<file path="config.mk">
export PLATFORM = sky130hd
export DESIGN_NAME = drive_state_mode_control
export DESIGN_NICKNAME = d
export VERILOG_FILES = /design/src/drive_ctl_pkg.sv /design/src/pin_edge.sv /design/src/drive_state_mode_control.sv
export SDC_FILE = /design/constraint.sdc
export NUM_CORES = 1
export LEC_CHECK = 0
export ABC_AREA = 1
export CORE_ASPECT_RATIO = 1.2
export CORE_MARGIN = 2
export CORE_UTILIZATION = 35
export DETAILED_ROUTE_END_ITERATION = 8
export DONT_BUFFER_PORTS = 1
export PLACE_DENSITY = 0.57
export SKIP_LAST_GASP = 1
export SLEW_MARGIN = 30
export SYNTH_ARGS = -nofsm -noshare
export SYNTH_HDL_FRONTEND = slang
export SYNTH_SLANG_ARGS = --single-unit
</file>
<file path="constraint.sdc">
create_clock -name ref_clk -period 1.7 [get_ports ref_clk]
set_input_delay 0.34 -clock ref_clk [delete_from_list [all_inputs] [get_ports ref_clk]]
set_output_delay 0.34 -clock ref_clk [all_outputs]
set_load 0.03 [all_outputs]
</file>
<file path="src/drive_ctl_pkg.sv">
// Overview of operation
// RL1: No-fault output high only in states 4-6; active output high only in 6.
// RL2: State word bits 0-3 give operating state 1-9; bits 4,5,9-12 reserved.
// RL3: State word bit 6 is set while a class 1 to 3 error is detected.
// RL4: Bit 7 flags a class 0 warning; bit 8 is set while halt is active.
// RL5: Bit 13 mode info, bit 14 mode started/terminated, bit 15 mode error.
// RL6: Enable pin rising edge requests enabling; falling edge requests disabling.
// RL7: Fault reset pin rising edge requests error reset (9 to 3, 7 to 6).
// RL8: Command bit 0 disables power stage (6 to 4); bit 1 enables (4 to 6).
// RL9: Command bit 2 quick stop (6 to 7); bit 3 fault reset; bit 4 reserved.
// RL10: In state 6 bit 5 sets halt, bit 6 clears halt, bit 7 resumes.
// RL11: Each command bit acts only on a 0-to-1 change against its last value.
// RL12: Requests that cannot be carried out are silently dropped.
// RL13: Writing all eight command bits as zero disables the power stage.
// RL14: Disable wins over a simultaneous enable request.
// RL15: Quick stop wins over a simultaneous fault reset request; code masks only the command fault reset, not the pin.
// RL16: Set-halt wins over simultaneous clear-halt and resume requests.
// RL17: After class 2 or 3 error, fault reset needs enable command bit at 0; code checks this only for the command fault reset.
// RL18: Mode state bits 0-3 report the set mode code; bit 4 reserved.
// RL19: Mode state bit 5 is set while the zero point is valid.
// RL20: Mode state bit 6 flags a rejected mode request; bit 7 is the toggle.
// RL21: Controller puts mode code in bits 0-3 and action in bits 4-6.
// RL22: Controller supplies targets, mode and action, then toggles bit 7.
// RL23: Enable moves state 4 to 5, then automatically to 6 with power on.
// RL24: Fault reset in 9 needs cause corrected; in 7 it returns to 6.
// RL25: New mode starts only when the toggle differs from the last acted value.
// RL26: Reserved status bits read zero; writes to reserved command bits do nothing.
package drive_ctl_pkg;

  typedef enum logic [8:0] {
    ST_START    = 9'h001,
    ST_NOT_RDY  = 9'h002,
    ST_SW_DIS   = 9'h004,
    ST_RDY      = 9'h008,
    ST_SW_ON    = 9'h010,
    ST_OP_EN    = 9'h020,
    ST_QSTOP    = 9'h040,
    ST_FLT_REAC = 9'h080,
    ST_FAULT    = 9'h100
  } op_state_e;

  localparam int unsigned SW_STATE_LSB = 0;
  localparam int unsigned SW_ERROR_BIT = 6;
  localparam int unsigned SW_WARN_BIT  = 7;
  localparam int unsigned SW_HALT_BIT  = 8;
  localparam int unsigned SW_INFO_BIT  = 13;
  localparam int unsigned SW_END_BIT   = 14;
  localparam int unsigned SW_MERR_BIT  = 15;

  localparam int unsigned CB_POWER_OFF = 0;
  localparam int unsigned CB_POWER_ON  = 1;
  localparam int unsigned CB_QSTOP     = 2;
  localparam int unsigned CB_FCLR      = 3;
  localparam int unsigned CB_HSET      = 5;
  localparam int unsigned CB_HCLR      = 6;
  localparam int unsigned CB_RESUME    = 7;
  localparam logic [7:0]  CB_VALID     = 8'hef;

  localparam int unsigned MC_MODE_LSB  = 0;
  localparam int unsigned MC_ACT_LSB   = 4;
  localparam int unsigned MS_REF_BIT   = 5;
  localparam int unsigned MS_REJ_BIT   = 6;
  localparam int unsigned MS_TOG_BIT   = 7;

  localparam logic [15:0] STATE_WORD_RST = 16'h0000;
  localparam logic [7:0]  MODE_STATE_RST = 8'h00;
  localparam logic [7:0]  CMD_PREV_RST   = 8'h00;
  localparam logic [3:0]  MODE_CODE_RST  = 4'h0;

  function automatic logic [3:0] state_code(input op_state_e s);
    case (s)
      ST_START:    state_code = 4'h1;
      ST_NOT_RDY:  state_code = 4'h2;
      ST_SW_DIS:   state_code = 4'h3;
      ST_RDY:      state_code = 4'h4;
      ST_SW_ON:    state_code = 4'h5;
      ST_OP_EN:    state_code = 4'h6;
      ST_QSTOP:    state_code = 4'h7;
      ST_FLT_REAC: state_code = 4'h8;
      ST_FAULT:    state_code = 4'h9;
      default:     state_code = 4'h0;
    endcase
  endfunction

endpackage

</file>
<file path="src/pin_edge.sv">
`timescale 1ns/1ns
module pin_edge (
  input  wire logic ref_clk,
  input  wire logic reset,
  input  wire logic pin_in,
  output logic      rise,
  output logic      fall
);
  logic meta_q;
  logic sync_q;
  logic last_q;

  // Two-stage synchroniser, then edge detect on the second stage
  always_ff @(posedge ref_clk) begin
    if (reset) begin
      meta_q <= 1'b0;
      sync_q <= 1'b0;
      last_q <= 1'b0;
    end else begin
      meta_q <= pin_in;
      sync_q <= meta_q;
      last_q <= sync_q;
    end
  end

  assign rise = sync_q & ~last_q;
  assign fall = ~sync_q & last_q;
endmodule

</file>
<file path="src/drive_state_mode_control.sv">
`timescale 1ns/1ns
module drive_state_mode_control
  import drive_ctl_pkg::*;
(
  input  wire logic        ref_clk,
  input  wire logic        reset,
  input  wire logic        enable_pin,
  input  wire logic        fault_reset_pin,
  input  wire logic        cmd_wr,
  input  wire logic [7:0]  cmd_data,
  input  wire logic        mode_wr,
  input  wire logic [7:0]  mode_data,
  input  wire logic        init_done,
  input  wire logic        param_done,
  input  wire logic        supply_ok,
  input  wire logic        supply_lost,
  input  wire logic        err_detect,
  input  wire logic        warn_detect,
  input  wire logic        err_class1_evt,
  input  wire logic        err_severe_evt,
  input  wire logic        err_class23,
  input  wire logic        err_resp_done,
  input  wire logic        cause_corrected,
  input  wire logic        mode_specific_info,
  input  wire logic        mode_ended,
  input  wire logic        mode_err,
  input  wire logic        ref_valid,
  input  wire logic        mode_reject,
  output logic [15:0]      drive_state_word,
  output logic [7:0]       mode_state_byte,
  output logic             no_fault_out,
  output logic             active_out,
  output logic             power_stage_on,
  output logic             halt_active,
  output logic             resume_pulse,
  output logic             mode_start,
  output logic [3:0]       mode_code,
  output logic [2:0]       mode_action
);

  op_state_e   state_q;
  op_state_e   state_d;
  logic [7:0]  cmd_prev_q;
  logic [7:0]  cmd_rise;
  logic        cmd_zero;
  logic        en_rise;
  logic        en_fall;
  logic        fr_rise;
  logic        off_cmd;
  logic        off_pin;
  logic        on_req;
  logic        qstop_req;
  logic        fclr_cmd;
  logic        fclr_pin;
  logic        severe23_q;
  logic        halt_q;
  logic        tog_q;
  logic        reject_q;
  logic        mode_new;

  pin_edge u_enable_edge (
    .ref_clk (ref_clk),
    .reset   (reset),
    .pin_in  (enable_pin),
    .rise    (en_rise),
    .fall    (en_fall)
  );

  pin_edge u_fclr_edge (
    .ref_clk (ref_clk),
    .reset   (reset),
    .pin_in  (fault_reset_pin),
    .rise    (fr_rise),
    .fall    ()
  );

  // Command edge detection against last written value
  assign cmd_rise = cmd_wr ? (cmd_data & ~cmd_prev_q & CB_VALID) : 8'h00; // RL11 RL26
  assign cmd_zero = cmd_wr && (cmd_data == 8'h00);

  always_ff @(posedge ref_clk) begin
    if (reset) begin
      cmd_prev_q <= CMD_PREV_RST;
    end else if (cmd_wr) begin
      cmd_prev_q <= cmd_data & CB_VALID; // RL11
    end
  end

  // Request arbitration
  assign off_cmd   = cmd_rise[CB_POWER_OFF] | cmd_zero; // RL8 RL13
  assign off_pin   = en_fall; // RL6
  assign on_req    = (cmd_rise[CB_POWER_ON] | en_rise) & ~off_cmd & ~off_pin; // RL6 RL8 RL14
  assign qstop_req = cmd_rise[CB_QSTOP]; // RL9
  assign fclr_cmd  = cmd_rise[CB_FCLR] & ~qstop_req
                   & ~(severe23_q & cmd_data[CB_POWER_ON]); // RL15 RL17
  assign fclr_pin  = fr_rise; // RL7

  // Operating state machine; impossible requests fall through unchanged
  always_comb begin
    state_d = state_q; // RL12
    case (state_q)
      ST_START: begin
        if (init_done) state_d = ST_NOT_RDY;
      end
      ST_NOT_RDY: begin
        if (param_done) state_d = ST_SW_DIS;
      end
      ST_SW_DIS: begin
        if (supply_ok) state_d = ST_RDY;
      end
      ST_RDY: begin
        if (supply_lost) state_d = ST_SW_DIS;
        else if (on_req) state_d = ST_SW_ON; // RL23
      end
      ST_SW_ON: begin
        if (off_pin) state_d = ST_SW_DIS;
        else if (off_cmd) state_d = ST_RDY;
        else state_d = ST_OP_EN; // RL23
      end
      ST_OP_EN: begin
        if (err_class1_evt) state_d = ST_QSTOP;
        else if (off_pin) state_d = ST_SW_DIS; // RL6
        else if (off_cmd) state_d = ST_RDY; // RL8 RL13 RL14
        else if (qstop_req) state_d = ST_QSTOP; // RL9
      end
      ST_QSTOP: begin
        if (off_pin || off_cmd) state_d = ST_SW_DIS;
        else if (fclr_cmd || fclr_pin) state_d = ST_OP_EN; // RL24 RL15
      end
      ST_FLT_REAC: begin
        if (err_resp_done) state_d = ST_FAULT;
      end
      ST_FAULT: begin
        if (cause_corrected && fclr_pin) state_d = ST_SW_DIS; // RL7 RL24
        else if (cause_corrected && fclr_cmd) state_d = ST_RDY; // RL9 RL17 RL24
      end
      default: state_d = ST_START;
    endcase
    if (err_severe_evt && state_q != ST_FLT_REAC && state_q != ST_FAULT) begin
      state_d = ST_FLT_REAC;
    end
  end

  always_ff @(posedge ref_clk) begin
    if (reset) begin
      state_q <= ST_START;
    end else begin
      state_q <= state_d;
    end
  end

  // Remember whether the pending fault is class 2 or 3
  always_ff @(posedge ref_clk) begin
    if (reset) begin
      severe23_q <= 1'b0;
    end else if (err_severe_evt && state_q != ST_FLT_REAC && state_q != ST_FAULT) begin
      severe23_q <= err_class23; // RL17
    end else if (state_q == ST_FAULT && state_d != ST_FAULT) begin
      severe23_q <= 1'b0;
    end
  end

  // Halt handling in operation enabled
  always_ff @(posedge ref_clk) begin
    if (reset) begin
      halt_q       <= 1'b0;
      resume_pulse <= 1'b0;
    end else begin
      resume_pulse <= 1'b0;
      if (state_q != ST_OP_EN) begin
        halt_q <= 1'b0;
      end else if (cmd_rise[CB_HSET]) begin
        halt_q <= 1'b1; // RL10 RL16
      end else if (cmd_rise[CB_HCLR] || cmd_rise[CB_RESUME]) begin
        halt_q       <= 1'b0; // RL10
        resume_pulse <= cmd_rise[CB_RESUME];
      end
    end
  end

  // Signal outputs and power stage, aligned with state_q
  always_ff @(posedge ref_clk) begin
    if (reset) begin
      no_fault_out   <= 1'b0;
      active_out     <= 1'b0;
      power_stage_on <= 1'b0;
    end else begin
      no_fault_out   <= (state_d == ST_RDY) || (state_d == ST_SW_ON)
                     || (state_d == ST_OP_EN); // RL1
      active_out     <= (state_d == ST_OP_EN); // RL1
      power_stage_on <= (state_d == ST_OP_EN) || (state_d == ST_QSTOP); // RL23
    end
  end

  assign halt_active = halt_q;

  // State word; reserved bits stay zero
  always_ff @(posedge ref_clk) begin
    if (reset) begin
      drive_state_word <= STATE_WORD_RST;
    end else begin
      drive_state_word <= STATE_WORD_RST;
      drive_state_word[SW_STATE_LSB +: 4] <= state_code(state_q); // RL2 RL26
      drive_state_word[SW_ERROR_BIT] <= err_detect; // RL3
      drive_state_word[SW_WARN_BIT]  <= warn_detect; // RL4
      drive_state_word[SW_HALT_BIT]  <= halt_q; // RL4
      drive_state_word[SW_INFO_BIT]  <= mode_specific_info; // RL5
      drive_state_word[SW_END_BIT]   <= mode_ended; // RL5
      drive_state_word[SW_MERR_BIT]  <= mode_err; // RL5
    end
  end

  // Mode request on toggle change
  assign mode_new = mode_wr && (mode_data[MS_TOG_BIT] != tog_q); // RL25

  always_ff @(posedge ref_clk) begin
    if (reset) begin
      tog_q       <= 1'b0;
      mode_code   <= MODE_CODE_RST;
      mode_action <= 3'h0;
      mode_start  <= 1'b0;
    end else begin
      mode_start <= mode_new; // RL25
      if (mode_new) begin
        tog_q       <= mode_data[MS_TOG_BIT]; // RL25
        mode_code   <= mode_data[MC_MODE_LSB +: 4]; // RL21
        mode_action <= mode_data[MC_ACT_LSB +: 3]; // RL21
      end
    end
  end

  // Rejection flag; a new reject wins over the clear by a new request
  always_ff @(posedge ref_clk) begin
    if (reset) begin
      reject_q <= 1'b0;
    end else if (mode_reject) begin
      reject_q <= 1'b1; // RL20
    end else if (mode_new) begin
      reject_q <= 1'b0;
    end
  end

  always_comb begin
    mode_state_byte = MODE_STATE_RST;
    mode_state_byte[MC_MODE_LSB +: 4] = mode_code; // RL18 RL26
    mode_state_byte[MS_REF_BIT] = ref_valid; // RL19
    mode_state_byte[MS_REJ_BIT] = reject_q; // RL20
    mode_state_byte[MS_TOG_BIT] = tog_q; // RL20
  end
endmodule

</file>
==> results.md <==
- Nets@finish: 366
- DR WL/cell: 12.90 microns
- Rows: 32
- Tightest Pin Transition: 0.6059 ns
- WL met2: 2757 microns
- CTS tree: built
- Synth area leader: dfxtp_1
- Crit share post-route: 0.9607
- DR top layer: met4
- Overall Power: ~0.0022 W
- RSZ-0062 raised after global routing: yes
- Comb power frac: 0.115
- Buffer levels on the longest clock path: 2
- Main flop type after synthesis: dfxtp_1
- Clock sinks: 48
- Clock Tree Root: clkbuf_8
- Synth warnings: 0
- Detailed-route wire length: 5339 microns
- Top-count cell post-synth: nor2_1
- Required @ worst endpoint: 1.90 ns
- Initial antenna violation count: 0
- Vias: 1918
- Crit start category: flip-flop
- Mapped Cells: approximately 330
- Vias/cell: between 4 and 5
- Gr usage total: 0.1527
- Highest ir drop seen on vdd: 0.5153 mV
- Critical path type: reg -> reg
- Worst-skew pair later-pin latency: approximately 0.29 ns
- CP arrival: 1.83 ns
- Htree depth: 2
- Net Switching: 0.0006370 W
- CTS Buf Count: 5
- Wire length on met1: 2130 microns
- DRT Pass-1 Iters: 4
- Die width: 78.76 microns
- ANT cells: 0
- CORE AREA: ~6400 sq um
- Die Ht: 93.71 microns
- Syn avg cell area: 7.091 sq um
- R2r worst-path depth: 11
- Final ANT Viol Nets: 0
- Final critical-path setup slack: between 0.06 and 0.07 ns
- Overflow after GRT: 0
- Largest net degree at the start of global routing: 34
- Clock power frac: 0.312
- First-pass GRT wire length: between 8000 and 9000 microns
- Switch share: 0.2870
- Die area: 7380 sq um
- Synth area leaders: dfxtp_1, nor2_1, nand2_1
- Post-synth cell types: 32
- Max-Cap Viols: 0
- 1st-iter DRT viols: 121
- IO Count: 75
- Gp weighted congestion: 0.9330
- Synth cell count leaders: nor2_1, nand2_1, dfxtp_1, inv_1, nand3_1
- Ys async rst share: 0
- WL met3: roughly 350 microns
- Count of final setup violators: 0
- Synth top area share: 0.4094
- Cell Area, Synth: 2347 sq um
- Hpwl dp: 4209 microns
- Outcome: completed
- CP max FO: 7
- Vias in the first global route: 1895
- Internal power: ~0.0016 W
- Clock slew at reported path FFs: 0.08 ns
- Worst Skew: ~0.0018 ns
- Setup Slack @ Placement: 0.09032 ns
- Leakage: ~1.2 nW
- Sequential power share: 0.573
- Area growth syn-to-layout: 7.303%
- Seq/Total Area, Yosys: 0.4094
- Worst relative slew slack: 0.5955
- Ratio of cells with drive above 1 in the final layout: 0.1550
- Fillers: 700
- Worst hold stages: 1
- Max Fclk: 612.3 MHz
- Worst hold path type: in -> reg
- Final hold vios: 0
- Pwr per Cell Area: 881.2 nW/um^2
- Fin crit period: 1.633 ns
- Post-synth EDFFs: 0
- # DRC: 0
- Initial Utilization: 0.3641
- Critical path endpoint category: flip-flop
- #FFs+latches synth: between 40 and 50
- Port bufs: 0
- Max-slew violations: 0
-- final timing paths --
kind / startpoint / to / slack [ns]
setup / recovery: state_q[1] / state_q[3] / 0.07
hold / removal: reset / cmd_prev_q[2] / 0.11
setup reg to reg: state_q[1] / state_q[3] / 0.07
hold reg to reg: u_fclr_edge.meta_q / u_fclr_edge.sync_q / 0.41
-- flip-flops by register name, summed over array words and instances (netlist names), 3 cells and up --
name              count
cmd_prev_q            7
drive_state_word     10
mode_action           3
mode_code             4
state_q               9
-- power groups by stage --
stage                     Sequential, W  Combinational [W]  Clock [W]
after floorplan                 0.00127           0.000265          0
after global placement          0.00130           0.000241          0
after detailed placement        0.00130           0.000243          0
after CTS                       0.00127           0.000244   0.000731
after global routing            0.00128           0.000290   0.000778
final                           0.00127           0.000255   0.000692
-- cells by family after synthesis --
| kind of cell | count (synthesis) | synth area share |
|---|---|---|
| AO/OA/AOI/OAI | 31 | 0.07677 |
| AND/OR/NAND/NOR | 178 | 0.3662 |
| buffers and inverters | 73 | 0.1461 |
| other | 1 | 0.001598 |
| flip-flops | 48 | 0.4094 |
-- per-stage QoR --
stage	setup TNS [ns]	util	cell area (sq um)	hold slack [ns]	std cells
global placement	0	0.3676	2370	0.3910	405
CTS	0	0.3820	2462	0.09306	413
global route	-0.003389	0.3907	2519	0.08193	414
floorplan	0	-	2370	0.3883	337
finish	0	0.3907	2519	0.1054	414
detailed placement	0	0.3676	2370	0.3990	405
-- area by class of cell --
class / count / area (sq um) / area share
Inverter: 53 / 214.0 / 0.08495
Clock inverter: 2 / 10.01 / 0.003974
Sequential cell: 48 / 970.9 / 0.3855
Clock buffer: 6 / 82.58 / 0.03279
Tap cell: 85 / 106.4 / 0.04223
Timing Repair Buffer: 4 / 30.03 / 0.01192
Multi-Input combinational cell: 216 / 1105 / 0.4386
-- worst max-delay path: stages (launching register included) --
cell      delay (ns)
dfxtp_2         0.36
nor2_4          0.15
nand2_4         0.08
clkinv_4        0.09
nand3_4         0.10
nand2_4         0.10
inv_4           0.05
nand2_8         0.06
inv_4           0.04
a21oi_4         0.23
nand2_2         0.09
nor2_1          0.19
-- cell usage in the layout (no fill, tap or decap), drive strengths merged, types with 5 or more instances in the layout --
cell,synthesis,layout
nor2,72,72
nand2,64,64
inv,50,50
dfxtp,48,48
nand3,25,25
a21oi,14,14
o21ai,12,12
nand4,8,8
nor3,8,8
conb,1,7
clkbuf,5,6
clkinv,3,5
-- timing repair --
| item | CTS | global route |
|---|---|---|
| setup buffers | 0 | 1 |
| gates resized for setup | 0 | 16 |
| setup endpoints to repair | 0 | 3 |
| hold buffers | 0 | 0 |
-- routing by layer --
layer	vias up	global-route usage
met2	63	0.2607
li1	1000	-
met1	847	0.1795
met3	8	0.04615
met5	-	0
met4	0	0.05702
No activity file was read; power rests on OpenSTA's default activity.
